$ cat src/core/tmw_pkg.sv
// Constants, register map and types shared by the timer and watchdog block.
package tmw_pkg;

   localparam int unsigned SYS_CLK_NS = 25;

   localparam int EVT_W = 16;
   localparam int PER_W = 15;
   localparam int PS_W = 3;
   localparam int PER_MIN_TAP = 9;
   localparam int PER_MAX_PS = 6;

   localparam logic [7:0] ADDR_OPTION = 8'h00;
   localparam logic [7:0] ADDR_STATUS = 8'h04;
   localparam logic [7:0] ADDR_MASK = 8'h08;
   localparam logic [7:0] ADDR_INSTR = 8'h0C;
   localparam logic [7:0] ADDR_EVT_CNT = 8'h10;
   localparam logic [7:0] ADDR_PER_CNT = 8'h14;

   localparam int OPT_SEL_LO = 0;
   localparam int OPT_DIS = 2;
   localparam int OPT_PS_LO = 3;
   localparam int OPT_PMASK = 6;
   localparam int OPT_OSC_OFF = 7;
   localparam logic [7:0] OPTION_RST = 8'h7C;

   localparam int ST_EVT = 0;
   localparam int ST_PER = 1;
   localparam int ST_IRQ_OFF = 2;
   localparam int ST_IF_LO = 3;
   localparam int ST_SLEEP = 6;
   localparam int ST_WD1 = 7;
   localparam int ST_PEND = 8;

   localparam int MK_EVT = 0;
   localparam int MK_IN_LO = 1;
   localparam int MK_PIN4_DIR = 4;
   localparam logic [3:0] MASK_RST = 4'hF;

   localparam int IN_DOG_CLR = 0;
   localparam int IN_TI_CLR = 1;
   localparam int IN_OPT_LOAD = 2;
   localparam int IN_SLEEP = 3;

   localparam logic [1:0] SRC_PIN_RISE = 2'h0;
   localparam logic [1:0] SRC_PIN_FALL = 2'h1;
   localparam logic [1:0] SRC_OSC_RISE = 2'h2;
   localparam logic [1:0] SRC_IOSC_DIV4 = 2'h3;

   localparam logic [2:0] HSIZE_WORD = 3'h2;
   localparam logic [15:0] IRQ_VECTOR = 16'h0200;

   localparam int unsigned CORE_RST_NS = 100;
   localparam logic [2:0] CORE_RST_CYC = 3'((CORE_RST_NS + SYS_CLK_NS - 1) / SYS_CLK_NS);

   typedef enum logic [1:0] {
      TMW_RUN = 2'h0,
      TMW_SLEEP = 2'h1,
      TMW_WAKE = 2'h3
   } tmw_pwr_e;

   // Low counter bits that must all be ones for a periodic overflow at this prescale.
   function automatic logic [PER_W-1:0] tmw_tap_mask(input logic [PS_W-1:0] ps);
      logic [3:0] n;
      n = (ps > 3'(PER_MAX_PS)) ? 4'(PER_MAX_PS) : {1'b0, ps};
      return PER_W'((32'h1 << (PER_MIN_TAP + int'(n))) - 1);
   endfunction

endpackage

$ cat src/core/tmw_edge.sv
// Two-stage synchroniser with rising and falling edge pulses.
`timescale 1ns/1ps
module tmw_edge import tmw_pkg::*; (
   input wire logic sys_clk,
   input wire logic rstn,
   input wire logic clk_en,
   input wire logic raw_in,
   output logic rise,
   output logic fall
);
   typedef struct packed {
      logic [1:0] sync;
      logic last;
   } tmw_edge_s;

   tmw_edge_s s_q;
   tmw_edge_s s_d;

   always_comb begin
      s_d = s_q;
      s_d.sync = {s_q.sync[0], raw_in};
      s_d.last = s_q.sync[1];
   end

   always_ff @(posedge sys_clk) begin
      if (!rstn) begin
         s_q <= '0;
      end else if (clk_en) begin
         s_q <= s_d;
      end
   end

   assign rise = s_q.sync[1] & ~s_q.last;
   assign fall = ~s_q.sync[1] & s_q.last;
endmodule // tmw_edge

$ cat src/core/tmw_core.sv
// Event timer, periodic timer, watchdog and interrupt funnel behind an AHB-Lite slave.
//
// The address map and the AHB-Lite slave port were chosen for this implementation.
`timescale 1ns/1ps
module tmw_core import tmw_pkg::*; (
   input wire logic sys_clk,
   input wire logic rstn,
   input wire logic clk_en,
   input wire logic hsel,
   input wire logic [31:0] haddr,
   input wire logic [1:0] htrans,
   input wire logic hwrite,
   input wire logic [2:0] hsize,
   input wire logic [31:0] hwdata,
   input wire logic hready,
   output logic [31:0] hrdata,
   output logic hreadyout,
   output logic hresp,
   input wire logic osc32_clk,
   input wire logic iosc_clk,
   input wire logic port_pin_four,
   input wire logic port_pin_seven,
   input wire logic irq_input_two,
   input wire logic irq_input_three,
   output logic core_irq,
   output logic [15:0] irq_vector,
   output logic core_wake,
   output logic core_reset,
   output logic inst_osc_en,
   output logic core_sleeping
);
   typedef struct packed {
      logic ph_valid;
      logic ph_write;
      logic [7:0] ph_addr;
      logic [31:0] rdata;
      logic hready_o;
      logic [7:0] option;
      logic [PS_W-1:0] ps_active;
      logic evt_flag;
      logic per_flag;
      logic irq_off;
      logic [2:0] if_flags;
      logic [2:0] in_last;
      logic [3:0] mask;
      logic pin4_dir;
      logic [EVT_W-1:0] evt_cnt;
      logic [PER_W-1:0] per_cnt;
      logic [1:0] div4;
      logic per_pend;
      logic wd_stage1;
      logic wd_stage2;
      logic [2:0] rst_cnt;
      logic core_rst;
      tmw_pwr_e pwr;
      logic osc_en;
      logic wake;
      logic irq;
      logic [15:0] vec;
   } tmw_state_s;

   localparam tmw_state_s STATE_RST = '{option: OPTION_RST, irq_off: 1'b1, mask: MASK_RST, pin4_dir: 1'b1,
      hready_o: 1'b1, osc_en: 1'b1, vec: IRQ_VECTOR, pwr: TMW_RUN, default: '0};

   tmw_state_s s_q;
   tmw_state_s s_d;

   logic pin_rise;
   logic pin_fall;
   logic osc_rise;
   logic iosc_rise;

   // Every slow or foreign clock is sampled through a synchroniser before it touches a counter.
   tmw_edge u_pin (.sys_clk(sys_clk), .rstn(rstn), .clk_en(clk_en), .raw_in(port_pin_four),
      .rise(pin_rise), .fall(pin_fall));
   tmw_edge u_osc (.sys_clk(sys_clk), .rstn(rstn), .clk_en(clk_en), .raw_in(osc32_clk),
      .rise(osc_rise), .fall());
   tmw_edge u_iosc (.sys_clk(sys_clk), .rstn(rstn), .clk_en(clk_en), .raw_in(iosc_clk),
      .rise(iosc_rise), .fall());

   always_comb begin
      logic wr;
      logic [7:0] wdat;
      logic dog_clr;
      logic ti_clr;
      logic opt_load;
      logic sleep_cmd;
      logic evt_tick;
      logic evt_ovf;
      logic per_ovf;
      logic wd_ovf;
      logic [2:0] in_now;
      logic [2:0] in_rise;
      logic any_src;
      logic [PER_W-1:0] tap;

      evt_tick = 1'b0;
      s_d = s_q;
      s_d.wake = 1'b0;
      wdat = hwdata[7:0];
      wr = s_q.ph_valid & s_q.ph_write;
      dog_clr = wr & (s_q.ph_addr == ADDR_INSTR) & hwdata[IN_DOG_CLR];
      ti_clr = wr & (s_q.ph_addr == ADDR_INSTR) & hwdata[IN_TI_CLR];
      opt_load = wr & (s_q.ph_addr == ADDR_INSTR) & hwdata[IN_OPT_LOAD];
      sleep_cmd = wr & (s_q.ph_addr == ADDR_INSTR) & hwdata[IN_SLEEP];

      // Register writes land in the data phase; flag clears come before hardware sets.
      if (wr && s_q.ph_addr == ADDR_OPTION) begin
         s_d.option = wdat;
      end
      if (wr && s_q.ph_addr == ADDR_STATUS) begin
         s_d.evt_flag = s_q.evt_flag & ~wdat[ST_EVT];
         s_d.per_flag = s_q.per_flag & ~wdat[ST_PER];
         s_d.irq_off = wdat[ST_IRQ_OFF];
         s_d.if_flags = s_q.if_flags & ~wdat[ST_IF_LO +: 3];
      end
      if (wr && s_q.ph_addr == ADDR_MASK) begin
         s_d.mask = wdat[3:0];
         s_d.pin4_dir = wdat[MK_PIN4_DIR];
      end
      if (opt_load) begin
         s_d.ps_active = s_q.option[OPT_PS_LO +: PS_W];
      end

      // Event timer clock selection and counting.
      if (iosc_rise) begin
         s_d.div4 = s_q.div4 + 2'h1;
      end
      unique case (s_q.option[OPT_SEL_LO +: 2])
         SRC_PIN_RISE: evt_tick = pin_rise & s_q.pin4_dir;
         SRC_PIN_FALL: evt_tick = pin_fall & s_q.pin4_dir;
         SRC_OSC_RISE: evt_tick = osc_rise;
         SRC_IOSC_DIV4: evt_tick = iosc_rise & (&s_q.div4);
      endcase
      evt_tick = evt_tick & ~s_q.option[OPT_DIS];
      evt_ovf = evt_tick & (&s_q.evt_cnt);
      if (evt_tick) begin
         s_d.evt_cnt = s_q.evt_cnt + 16'h0001;
      end
      if (evt_ovf) begin
         s_d.evt_flag = 1'b1;
      end

      // Periodic timer runs from the 32 kHz oscillator regardless of sleep.
      tap = tmw_tap_mask(s_q.ps_active);
      per_ovf = osc_rise & ((s_q.per_cnt & tap) == tap);
      wd_ovf = osc_rise & (&s_q.per_cnt);
      if (osc_rise) begin
         s_d.per_cnt = s_q.per_cnt + 15'h0001;
      end
      if (ti_clr) begin
         s_d.per_pend = 1'b0;
      end
      if (per_ovf && !s_q.option[OPT_PMASK]) begin
         s_d.per_flag = 1'b1;
         s_d.per_pend = 1'b1;
      end

      // Watchdog stages; stage one is reset by the dog-clear instruction or by the overflow that toggles stage two.
      if (dog_clr) begin
         s_d.wd_stage1 = 1'b0;
      end
      if (s_q.rst_cnt != 3'h0) begin
         s_d.rst_cnt = s_q.rst_cnt - 3'h1;
      end
      if (wd_ovf) begin
         if (s_q.wd_stage1) begin
            s_d.wd_stage2 = ~s_q.wd_stage2;
            s_d.wd_stage1 = 1'b0;
            s_d.rst_cnt = CORE_RST_CYC;
         end else begin
            s_d.wd_stage1 = 1'b1;
         end
      end
      s_d.core_rst = s_d.rst_cnt != 3'h0;

      // External, serial-bus and peripheral interrupt inputs latch on rising edges.
      in_now = {irq_input_three, irq_input_two, port_pin_seven};
      in_rise = in_now & ~s_q.in_last;
      s_d.in_last = in_now;
      s_d.if_flags = s_d.if_flags | in_rise;

      // Equal priority: with irq_off clear, any enabled source raises the single request.
      any_src = (s_d.evt_flag & ~s_d.mask[MK_EVT]) | s_d.per_pend |
         (|(s_d.if_flags & ~s_d.mask[MK_IN_LO +: 3]));
      s_d.irq = any_src & ~s_d.irq_off;

      unique case (s_q.pwr)
         TMW_RUN: begin
            if (sleep_cmd) begin
               s_d.pwr = TMW_SLEEP;
               s_d.osc_en = ~s_q.option[OPT_OSC_OFF];
            end
         end
         TMW_SLEEP: begin
            if (any_src || s_d.core_rst) begin
               s_d.pwr = TMW_WAKE;
               s_d.osc_en = 1'b1;
               s_d.wake = 1'b1;
            end
         end
         TMW_WAKE: begin
            s_d.pwr = TMW_RUN;
            s_d.osc_en = 1'b1;
         end
         default: begin
            s_d.pwr = TMW_RUN;
            s_d.osc_en = 1'b1;
         end
      endcase

      // Address phase; read data is taken from the updated state so a write just before is seen.
      s_d.ph_valid = 1'b0;
      s_d.ph_write = 1'b0;
      if (hsel && hready && htrans[1]) begin
         s_d.ph_valid = 1'b1;
         s_d.ph_write = hwrite & (hsize == HSIZE_WORD);
         s_d.ph_addr = haddr[7:0];
         s_d.rdata = '0;
         if (!hwrite) begin
            unique case (haddr[7:0])
               ADDR_OPTION: s_d.rdata[7:0] = s_d.option;
               ADDR_STATUS: begin
                  s_d.rdata[ST_EVT] = s_d.evt_flag;
                  s_d.rdata[ST_PER] = s_d.per_flag;
                  s_d.rdata[ST_IRQ_OFF] = s_d.irq_off;
                  s_d.rdata[ST_IF_LO +: 3] = s_d.if_flags;
                  s_d.rdata[ST_SLEEP] = s_d.pwr == TMW_SLEEP;
                  s_d.rdata[ST_WD1] = s_d.wd_stage1;
                  s_d.rdata[ST_PEND] = s_d.per_pend;
               end
               ADDR_MASK: s_d.rdata[4:0] = {s_d.pin4_dir, s_d.mask};
               ADDR_EVT_CNT: s_d.rdata[EVT_W-1:0] = s_d.evt_cnt;
               ADDR_PER_CNT: s_d.rdata[PER_W-1:0] = s_d.per_cnt;
               default: s_d.rdata = '0;
            endcase
         end
      end
   end

   always_ff @(posedge sys_clk) begin
      if (!rstn) begin
         s_q <= STATE_RST;
      end else if (clk_en) begin
         s_q <= s_d;
      end
   end

   assign hrdata = s_q.rdata;
   assign hreadyout = s_q.hready_o;
   assign hresp = s_q.wd_stage2 & 1'b0;
   assign core_irq = s_q.irq;
   assign irq_vector = s_q.vec;
   assign core_wake = s_q.wake;
   assign core_reset = s_q.core_rst;
   assign inst_osc_en = s_q.osc_en;
   assign core_sleeping = s_q.pwr == TMW_SLEEP;
endmodule // tmw_core

$ cat config.mk
export PLATFORM = sky130hd
export DESIGN_NAME = tmw_core
export DESIGN_NICKNAME = d
export VERILOG_FILES = /design/src/core/tmw_pkg.sv /design/src/core/tmw_edge.sv /design/src/core/tmw_core.sv
export SDC_FILE = /design/constraint.sdc
export NUM_CORES = 1
export LEC_CHECK = 0
export BUFFER_PORTS_ARGS = -buffer_cell sky130_fd_sc_hd__buf_2
export CORE_AREA = 3 3 134 136
export DETAILED_ROUTE_END_ITERATION = 12
export DIE_AREA = 0 0 137 139
export HOLD_SLACK_MARGIN = 0.12
export PLACE_DENSITY = 0.54
export SETUP_SLACK_MARGIN = 0.05
export SYNTH_ARGS = -nofsm -noshare
export SYNTH_HDL_FRONTEND = slang
export SYNTH_SLANG_ARGS = --single-unit
$ cat constraint.sdc
create_clock -name sys_clk -period 2.8 [get_ports sys_clk]
set_clock_uncertainty 0.2 [all_clocks]
set_input_delay 0.14 -clock sys_clk [delete_from_list [all_inputs] [get_ports sys_clk]]
set_output_delay 0.14 -clock sys_clk [all_outputs]
set_load 0.02 [all_outputs]
==> flow_summary.json, run 1 <==
{
  "status": "finished, violations left",
  "failed_checks": "setup timing",
  "async_reset_ff_share_pct": 0,
  "ant_nets": 0,
  "initial_core_util_pct": 34.57,
  "synth_cell_types": 66,
  "syn-cell-area_sq_um": 5897,
  "maximum_number_of_pins_on_one_net_before_global_route_repair": 76,
  "startpoint_type": "flip-flop",
  "fin_total_pwr_w": 0.003224,
  "dr.pass1.iters": 7,
  "grt_pass1_wl_mm": 25.72,
  "mostFrequentLayoutCell": "sky130_fd_sc_hd__dfxtp_1",
  "fin_ws_ns": -0.04381,
  "cp_data_arrival_time_ns": 2.90,
  "peakVddDrop_v": 0.0003490,
  "final_weighted_congestion_in_routability_driven_placement": 0.8283,
  "maxSlewHeadroom_pct": 43.39,
  "holdWs_ns": 0.1458,
  "clk_pin_slew_ns": 0.07,
  "worst_hold_path_type": "primary input to flip-flop",
  "busiest_metal_layer_after_global_routing": "met1",
  "global_route.usage.met2_pct": 24.71,
  "hold_path_depth": 4,
  "place_ws_ns": -0.1398,
  "final.period_utilization_pct": 101.6,
  "drc": 0,
  "postRouteWirelength_mm": 16.14,
  "dr.first_iter.drc_count": 317,
  "cp.required_ns": 2.85,
  "ios": 136,
  "detail_route.wl_per_cell_microns": 15.29,
  "post_synth_edffs": 0,
  "groute.usage.overall_pct": 17.11,
  "clockRootBuffer": "sky130_fd_sc_hd__clkbuf_16",
  "dieArea_sq_um": 19040,
  "worst_r2r_src": "s_q[124]$_SDFFE_PN0P_",
  "die_h_microns": 139,
  "cellLeakagePower_nw": 2.941,
  "seq_area_frac_synth_pct": 35.31,
  "area_growth_pct": 22.17,
  "route.vias.total": 5253,
  "reg2reg_depth": 7,
  "cap_violations": 0,
  "fraction_of_layout_instances_using_a_drive_strength_above_1_pct": 19.37,
  "critical_path_class": "flip-flop to flip-flop",
  "globalRouteOverflowTotal": 0,
  "tightestPinTransition_ns": 0.8463,
  "insertion_delay_ns": 0.36,
  "design.final.nets": 916,
  "avgViaCountPerCell": 4.974,
  "grt_util_met3_pct": 4.427,
  "dpl.hpwl_mm": 11.67,
  "rows": 48,
  "cts_tree": "yes",
  "final-setup-viol-count": 2,
  "grt_setup_unrepaired": "yes",
  "timing.fmax_mhz": 351.6,
  "dpl_cell_area_sq_um": 6481,
  "grt_pass1_vias": 4832,
  "cts-htree-levels": 3,
  "power_per_cell_area_nw_per_um2": 447.4,
  "post_synth.cell_area_avg_sq_um": 8.045,
  "finalMaxSlewViolations": 0,
  "hold_end": "s_q[26]$_SDFFE_PN0P_",
  "timing.critical_path.to_type": "flip-flop",
  "synthCells": 733,
  "layout.cells.most_common_list": "sky130_fd_sc_hd__dfxtp_1 (104), sky130_fd_sc_hd__nand2_1 (95), sky130_fd_sc_hd__nor2_1 (92), sky130_fd_sc_hd__buf_4 (56), sky130_fd_sc_hd__buf_2 (52)",
  "ys_dominant_reg_cell": "sky130_fd_sc_hd__dfxtp_1",
  "grt_use_met1_pct": 25.36,
  "layoutNonFillerInstCount": 1056,
  "design_area_sq_um": 7204,
  "die_width_microns": 137,
  "max-clock-path-buffers": 2,
  "ys.warnings.count": 0,
  "tritoncts_num_sinks": 104,
  "post-place-cells": 1008,
  "synth_seq_cells": 104,
  "n_antenna_cell": 0,
  "crit-reg2reg-capture": "inst_osc_en$_SDFFE_PN1P_",
  "critical_path.max_fanout": 4,
  "reg2reg_setup_slack_ns": -0.04,
  "timing_hold_violations_final": 0,
  "antenna_found_initial": 0,
  "placement.io_buffers": 52,
  "min_period_ns": 2.844,
  "hold_path.startpoint": "clk_en",
  "cts_buffers": 9,
  "core_area_sq_um": 17060
}
[where the power goes]
| part | internal [W] | leakage (nW) | total, W | switching [W] |
|---|---|---|---|---|
| clock | 0.000807 | 0.152 | 0.00138 | 0.000576 |
| combinational | 0.000124 | 1.95 | 0.000323 | 0.000199 |
| sequential | 0.00150 | 0.842 | 0.00152 | 0.0000159 |
[synthesized netlist by cell type (19+ instances only)]
| master | count | area [sq um] |
|---|---|---|
| sky130_fd_sc_hd__buf_4 | 50 | 375.4 |
| sky130_fd_sc_hd__a21oi_1 | 31 | 155.2 |
| sky130_fd_sc_hd__xor2_1 | 33 | 289.0 |
| sky130_fd_sc_hd__nand3_1 | 32 | 160.2 |
| sky130_fd_sc_hd__nand2_1 | 95 | 356.6 |
| sky130_fd_sc_hd__xnor2_1 | 24 | 210.2 |
| sky130_fd_sc_hd__mux2i_1 | 30 | 300.3 |
| sky130_fd_sc_hd__inv_1 | 19 | 71.32 |
| sky130_fd_sc_hd__dfxtp_1 | 104 | 2082 |
| sky130_fd_sc_hd__nor2_1 | 92 | 345.3 |
| sky130_fd_sc_hd__clkbuf_1 | 33 | 123.9 |
[state kept, by name, summed over array words and instances (netlist names)]
register	flops
inst_osc_en	1
core_irq	1
u_pin.s_q	1
hrdata	16
core_reset	1
u_pin.s_d	2
core_wake	1
s_q	75
u_iosc.s_q	1
u_iosc.s_d	2
u_osc.s_q	1
u_osc.s_d	2
[metrics by stage]
step / setup TNS, ns / util [%]
2_1_floorplan: 0 / -
3_3_place_gp: -0.2788 / 38.00
3_5_place_dp: -0.4229 / 38.00
4_1_cts: -0.05111 / 41.81
5_1_grt: -0.6118 / 42.24
6_report: -0.08084 / 42.24
[final cells by class]
type | instances | area, sq um
Clock buffer | 11 | 242.7
Clock inverter | 5 | 80.08
Fill cell | 1747 | 9852
Inverter | 19 | 71.32
Multi-Input combinational cell | 554 | 3436
Sequential cell | 104 | 2082
Tap cell | 225 | 281.5
Timing Repair Buffer | 138 | 1011
[worst max path at each step]
| stage | start | endpoint | slack (ns) | depth (start not counted) |
|---|---|---|---|---|
| CTS | s_q[124]$_SDFFE_PN0P_ | inst_osc_en$_SDFFE_PN1P_ | -0.05 | 7 |
| global route | s_q[124]$_SDFFE_PN0P_ | hrdata[6]$_SDFFE_PN0P_ | -0.17 | 8 |
| global placement | s_q[124]$_SDFFE_PN0P_ | inst_osc_en$_SDFFE_PN1P_ | -0.09 | 7 |
| finish | s_q[124]$_SDFFE_PN0P_ | inst_osc_en$_SDFFE_PN1P_ | -0.04 | 7 |
| floorplan | s_q[124]$_SDFFE_PN0P_ | inst_osc_en$_SDFFE_PN1P_ | 0.03 | 7 |
| detailed placement | s_q[124]$_SDFFE_PN0P_ | hrdata[1]$_SDFFE_PN0P_ | -0.14 | 8 |
[worst max-delay path: stages (launching register included)]
cell	delay, ns
sky130_fd_sc_hd__dfxtp_1	0.31
sky130_fd_sc_hd__or4_4	0.55
sky130_fd_sc_hd__or3_4	0.44
sky130_fd_sc_hd__a221o_1	0.34
sky130_fd_sc_hd__o2bb2ai_2	0.14
sky130_fd_sc_hd__a2111oi_4	0.37
sky130_fd_sc_hd__a311oi_1	0.15
sky130_fd_sc_hd__a211o_1	0.24
[cells by family after synthesis]
| group | share of synthesized area (%) |
|---|---|
| mux | 5.474 |
| xor+xnor | 8.466 |
| fa+ha+maj | 1.910 |
| other cells | 0.1274 |
| buf+inv | 10.04 |
| simple gates | 24.87 |
| flops | 35.31 |
| compound gates | 13.81 |
[per-layer routing]
layer  routed length [microns]  share of wire (%)
met5                         0                  0
met4                       228                1.4
met3                      1037                6.4
met2                      6978                 43
met1                      7899                 49
[what timing repair did]
item                                    in CTS  in global routing
pin swaps                                    9                  4
endpoints found under the setup margin      10                 16
setup buffers                                3                  2
endpoints found under the hold margin       40                  0
resized for setup                            8                 12
gates cloned                                 0                  0
hold buffers                                27                  0
Note: power is estimated with default switching activity, not from simulation.
==> run 2, diff against run 1 <==
PLACE_DENSITY = 0.52   (was 0.54)
clock period = 3.3 ns   (was 2.8 ns; I/O delays follow)
==> run 2 against run 1 <==
The flow now finishes without violations. Worst hold slack better by 0.056 ns. Sequential cell count stayed put. Cell count is 3.5% lower. Non-clock buffer count is 37 lower. Final area is 6.3% lower. Clock power is 26% lower. Combinational power is 23% lower. First-iteration DRC count is 20% higher. Register-to-register slack better by 0.27 ns. Critical path type unchanged.
==> flow_summary.json, run 2 (same netlist as run 1, synthesis figures left out) <==
{
  "status": "complete, no violations",
  "cts_buffers": 9,
  "design.final.nets": 879,
  "clk_pin_slew_ns": 0.07,
  "postRouteWirelength_mm": 16.11,
  "maxSlewHeadroom_pct": 44.24,
  "multi_input_comb_area_sq_um": 3343,
  "grt_setup_unrepaired": "no",
  "cp_data_arrival_time_ns": 3.13,
  "holdWs_ns": 0.2014,
  "die_h_microns": 139,
  "initial_core_util_pct": 34.57,
  "worst_hold_path_type": "primary input to flip-flop",
  "dr.pass1.iters": 7,
  "layout.cells.most_common_list": "sky130_fd_sc_hd__dfxtp_1 (104), sky130_fd_sc_hd__nand2_1 (95), sky130_fd_sc_hd__nor2_1 (92), sky130_fd_sc_hd__buf_2 (52), sky130_fd_sc_hd__conb_1 (34)",
  "detail_route.wl_per_cell_microns": 15.80,
  "postCtsSetupBuffers": 0,
  "min_period_ns": 3.077,
  "cts_tree": "yes",
  "max-clock-path-buffers": 2,
  "n_antenna_cell": 0,
  "globalRouteOverflowTotal": 0,
  "cap_violations": 0,
  "grt_pass1_vias": 4805,
  "dr.first_iter.drc_count": 379,
  "path_common_cell": "sky130_fd_sc_hd__nand2_1",
  "grt_pass1_wl_mm": 25.59,
  "ant_nets": 0,
  "peakVddDrop_v": 0.0002630,
  "post_cts_resize_count": 0,
  "groute.usage.overall_pct": 17.06,
  "startpoint_type": "flip-flop",
  "timing_hold_violations_final": 0,
  "finalMaxSlewViolations": 0,
  "final.period_utilization_pct": 93.23,
  "route.vias.total": 5160,
  "layout.area.seq_sq_um": 2082,
  "critical_path.slowest_cell": "sky130_fd_sc_hd__or3_2",
  "critical_path.max_fanout": 10,
  "drc": 0,
  "area_growth_pct": 14.47,
  "cell_by_cell_listing_of_the_critical_path": "or4_4 > or3_2 > inv_1 > nand2_1 > nand2_1 > nand3_1 > dlygate4sd3_1",
  "cellLeakagePower_nw": 2.716,
  "ios": 136,
  "fillerInstances": 1758,
  "fraction_of_layout_instances_using_a_drive_strength_above_1_pct": 13.85,
  "power_per_cell_area_nw_per_um2": 379.4,
  "clockRootBuffer": "sky130_fd_sc_hd__clkbuf_16",
  "setup_total_negative_slack_ns": 0,
  "timing.fmax_mhz": 325.0,
  "mostFrequentLayoutCell": "sky130_fd_sc_hd__dfxtp_1",
  "tightestPinTransition_ns": 0.8364,
  "dieArea_sq_um": 19040,
  "dpl.hpwl_mm": 11.79,
  "avgViaCountPerCell": 5.064,
  "largest_reg_flops": 75,
  "tritoncts_num_sinks": 104,
  "placement.io_buffers": 52,
  "core_area_sq_um": 17060,
  "final_weighted_congestion_in_routability_driven_placement": 0.8558,
  "timing.critical_path.to_type": "flip-flop",
  "cts-htree-levels": 3,
  "critical_path_class": "flip-flop to flip-flop",
  "largest_register": "s_q",
  "maximum_number_of_pins_on_one_net_before_global_route_repair": 74,
  "critical-path-max-stage-delay_ns": 0.67,
  "antenna_found_initial": 0,
  "final-setup-viol-count": 0,
  "rows": 48,
  "cp.required_ns": 3.35,
  "insertion_delay_ns": 0.36,
  "die_width_microns": 137
}
==> run 2: cell count changes in the layout (fill, tap and decap cells not counted), sizes merged <==
cell / before / now
bufinv: 2 / 0
buf: 111 / 73
dlygate4sd3: 27 / 28
inv: 19 / 20
clkinvlp: 2 / 1
clkinv: 1 / 3
==> run 2: path summary, 6_finish.rpt <==
path / to / slack (ns) / start / depth (start not counted)
worst max-delay path: s_q[83]$_SDFFE_PN1P_ / 0.22 / s_q[119]$_SDFFE_PN0P_ / 7
worst min-delay path: s_q[124]$_SDFFE_PN0P_ / 0.20 / clk_en / 4
worst min register to register: hrdata[0]$_SDFFE_PN0P_ / 0.25 / hrdata[0]$_SDFFE_PN0P_ / 2
worst max register to register: s_q[83]$_SDFFE_PN1P_ / 0.22 / s_q[119]$_SDFFE_PN0P_ / 7
==> run 2: worst max-delay path: cells and delay by family, from the launching register on <==
| family | cells | cell delay (ns) |
|---|---|---|
| AND/OR/NAND/NOR | 5 | 1.74 |
| flip-flops | 1 | 0.32 |
| buffers and inverters | 2 | 0.71 |
==> run 2: power by group <==
group | leakage, nW | internal, W | switching, W
Combinational | 1.74 | 0.0000859 | 0.000163
Clock | 0.136 | 0.000532 | 0.000492
Sequential | 0.842 | 0.00127 | 0.0000139
==> run 2: area by class of cell <==
class                   instances  area share (%)
clock buffers                  11           3.596
multi-input cells             554           49.53
repair buffers                101           10.34
flip-flops and latches        104           30.84
well taps                     225           4.171
inverters                      19           1.057
clock inverters                 5          0.4634
==> run 2: what timing repair did <==
item | 4_1_cts | 5_1_grt
endpoints found under the hold margin | 35 | 0
hold buffers | 28 | 0
endpoints found under the setup margin | 0 | 0
==> run 2: per-stage QoR <==
| stage | total power (W) | worst slack, ns | cells | utilization (%) | area [sq um] |
|---|---|---|---|---|---|
| after global routing | 0.002665 | 0.08995 | 1019 | 39.58 | 6750 |
| after floorplan | 0.001496 | 0.4913 | 765 | - | 6017 |
| after CTS | 0.002594 | 0.2355 | 1019 | 39.58 | 6750 |
| after detailed placement | 0.001540 | 0.2502 | 975 | 36.33 | 6196 |
| final | 0.002561 | 0.2233 | 1019 | 39.58 | 6750 |
| after global placement | 0.001535 | 0.2907 | 975 | 36.33 | 6196 |
==> run 2: per-layer routing <==
metal / track usage, % / vias up / wire length (microns)
met3: 3.411 / 20 / 993
met5: 0 / - / 0
met2: 26.31 / 176 / 7204
met1: 23.78 / 2399 / 7573
met4: 5.620 / 0 / 333
li1: - / 2565 / -
==> run 3, diff against run 2 <==
BUFFER_PORTS_ARGS = -buffer_cell sky130_fd_sc_hd__clkbuf_2   (was -buffer_cell sky130_fd_sc_hd__buf_2)
SKIP_CTS_REPAIR_TIMING = 1   (was default)
==> run 3 against run 2 <==
Core utilization down 0.051 points. Critical path depth is the same. Global-route usage shrank 0.28 points. Fmax increased by 0.60%. Sequential cell count did not move. Via count about the same. Register-to-register slack gained 0.02 ns. Non-clock buffer count decreased by 5.
==> flow_summary.json, run 3 (same netlist as run 1, synthesis figures left out) <==
{
  "p_int_w": 0.001988,
  "power.net_switching_w": 0.0006526,
  "n_antenna_cell": 0,
  "fillerInstances": 1750,
  "dieArea_sq_um": 19040,
  "postRouteWirelength_mm": 15.95,
  "cap_violations": 0,
  "sw_frac_of_total_pct": 24.72,
  "route.vias.total": 5157,
  "max-clock-path-buffers": 2,
  "startpoint_type": "flip-flop",
  "power_per_cell_area_nw_per_um2": 391.7,
  "timing_hold_violations_final": 0,
  "cell_by_cell_listing_of_the_critical_path": "or4_4 > or3_4 > a221o_1 > o2bb2ai_2 > a2111oi_4 > a311oi_1 > a211o_1",
  "globalRouteOverflowTotal": 0,
  "tritoncts_num_sinks": 104,
  "timing.critical_path.to_type": "flip-flop",
  "status": "complete, no violations",
  "grt_setup_unrepaired": "no",
  "insertion_delay_ns": 0.36,
  "final.period_utilization_pct": 92.68,
  "mostFrequentLayoutCell": "sky130_fd_sc_hd__dfxtp_1",
  "drc": 0,
  "hold_path_depth": 4,
  "antenna_found_initial": 0,
  "critical-path-max-stage-delay_ns": 0.58,
  "maxSlewHeadroom_pct": 44.03,
  "die_h_microns": 139,
  "cts_buffers": 9,
  "ant_nets": 0,
  "power.sequential.fraction_pct": 48.8,
  "largest_reg_flops": 75,
  "worst_hold_path_type": "primary input to flip-flop",
  "area_growth_pct": 14.32,
  "layoutNonFillerInstCount": 1014,
  "placement.io_buffers": 52,
  "hold_end": "hrdata[7]$_SDFFE_PN0P_",
  "rows": 48,
  "power_frac_comb_pct": 9.3,
  "cp_data_arrival_time_ns": 3.10,
  "worst_r2r_src": "s_q[119]$_SDFFE_PN0P_",
  "final_weighted_congestion_in_routability_driven_placement": 0.8473,
  "path_delay_family": "compound AO/OA/AOI/OAI gates",
  "final-setup-viol-count": 0,
  "cp.required_ns": 3.35,
  "timing.fmax_mhz": 327.0,
  "min_period_ns": 3.058,
  "finalMaxSlewViolations": 0,
  "avgViaCountPerCell": 5.086,
  "layout.cells.most_common_list": "sky130_fd_sc_hd__dfxtp_1 (104), sky130_fd_sc_hd__nand2_1 (95), sky130_fd_sc_hd__nor2_1 (92), sky130_fd_sc_hd__clkbuf_2 (52), sky130_fd_sc_hd__conb_1 (34)",
  "setup_total_negative_slack_ns": 0,
  "reg2reg_depth": 7,
  "critical_path.slowest_cell": "sky130_fd_sc_hd__or4_4",
  "cts_tree": "yes",
  "tightestPinTransition_ns": 0.8395,
  "grt_pass1_vias": 4752,
  "dpl.hpwl_mm": 11.69,
  "fraction_of_layout_instances_using_a_drive_strength_above_1_pct": 13.69,
  "dr.pass1.iters": 5,
  "ios": 136,
  "detail_route.wl_per_cell_microns": 15.73,
  "critical_path_class": "flip-flop to flip-flop",
  "hold_path.startpoint": "hwrite",
  "clockRootBuffer": "sky130_fd_sc_hd__clkbuf_16",
  "dr.first_iter.drc_count": 337,
  "core_area_sq_um": 17060,
  "clk_pin_slew_ns": 0.07,
  "groute.usage.overall_pct": 16.78,
  "worst-path-buf-inv": 0,
  "peakVddDrop_v": 0.0003525,
  "post-place-cells": 974,
  "clock_power_share_pct": 41.8,
  "critical_path.max_fanout": 5,
  "largest_register": "s_q",
  "die_width_microns": 137,
  "cellLeakagePower_nw": 2.708,
  "cts-htree-levels": 3,
  "initial_core_util_pct": 34.57,
  "grt_pass1_wl_mm": 25.17,
  "crit-reg2reg-capture": "inst_osc_en$_SDFFE_PN1P_",
  "design.final.nets": 874,
  "maximum_number_of_pins_on_one_net_before_global_route_repair": 74,
  "reg2reg_setup_slack_ns": 0.24
}
run 3: changes by cell type in the layout (fill, tap and decap cells not counted), sizes merged:
| cell | previous run | this run |
|---|---|---|
| clkinv | 3 | 2 |
| clkinvlp | 1 | 0 |
| clkbuf | 11 | 65 |
| bufinv | 0 | 1 |
| buf | 73 | 20 |
| dlygate4sd3 | 28 | 24 |
| inv | 20 | 19 |
run 3: cell type report:
type	count	area, sq um	area share, %
Clock inverter	3	40.04	0.5939
Tap cell	225	281.5	4.176
Inverter	19	71.32	1.058
Multi-Input combinational cell	554	3343	49.59
Sequential cell	104	2082	30.88
Timing Repair Buffer	96	663.1	9.837
Clock buffer	13	260.3	3.860
run 3: worst reg2reg max path, cell delays in order (launching register included):
cell and delay (ns):
sky130_fd_sc_hd__dfxtp_1 0.32, sky130_fd_sc_hd__or4_4 0.58, sky130_fd_sc_hd__or3_4 0.46, sky130_fd_sc_hd__a221o_1 0.41, sky130_fd_sc_hd__o2bb2ai_2 0.17, sky130_fd_sc_hd__a2111oi_4 0.38, sky130_fd_sc_hd__a311oi_1 0.15, sky130_fd_sc_hd__a211o_1 0.28
run 3: worst max path at each step:
| stage | from | endpoint | slack [ns] | cells after the start |
|---|---|---|---|---|
| after CTS | s_q[119]$_SDFFE_PN0P_ | inst_osc_en$_SDFFE_PN1P_ | 0.25 | 7 |
| final | s_q[119]$_SDFFE_PN0P_ | inst_osc_en$_SDFFE_PN1P_ | 0.24 | 7 |
| after detailed placement | s_q[119]$_SDFFE_PN0P_ | inst_osc_en$_SDFFE_PN1P_ | 0.27 | 7 |
| after global placement | s_q[119]$_SDFFE_PN0P_ | inst_osc_en$_SDFFE_PN1P_ | 0.29 | 7 |
| after floorplan | s_q[119]$_SDFFE_PN0P_ | inst_osc_en$_SDFFE_PN1P_ | 0.49 | 7 |
| after global routing | s_q[30]$_SDFFE_PN0P_ | inst_osc_en$_SDFFE_PN1P_ | 0.14 | 9 |
run 3: layer usage:
metal	up-vias	share of wire, %	global-route usage, %
met2	142	44	25.05
li1	2552	-	-
met4	0	2.8	6.828
met5	-	0	0
met1	2434	48	23.40
met3	29	5.4	3.628
run 3: per-stage QoR:
step           instance area [sq um]  power [W]  worst slack (ns)  utilization, %  hold slack, ns
3_5_place_dp                    6201   0.001542            0.2702           36.36          0.2123
6_report                        6741   0.002641            0.2417           39.52          0.1106
2_1_floorplan                   6017   0.001496            0.4913               -         0.08915
5_1_grt                         6741   0.002750            0.1438           39.52          0.1310
3_3_place_gp                    6201   0.001536            0.2878           36.36          0.2025
4_1_cts                         6501   0.002646            0.2510           38.12         -0.1605
run 3: power by group through the flow:
stage                     clock [W]  sequential (W)  combinational, W
after floorplan                   0         0.00132          0.000180
after global placement            0         0.00132          0.000219
after detailed placement          0         0.00132          0.000224
after CTS                   0.00113         0.00129          0.000224
after global routing        0.00119         0.00129          0.000271
final                       0.00110         0.00129          0.000246
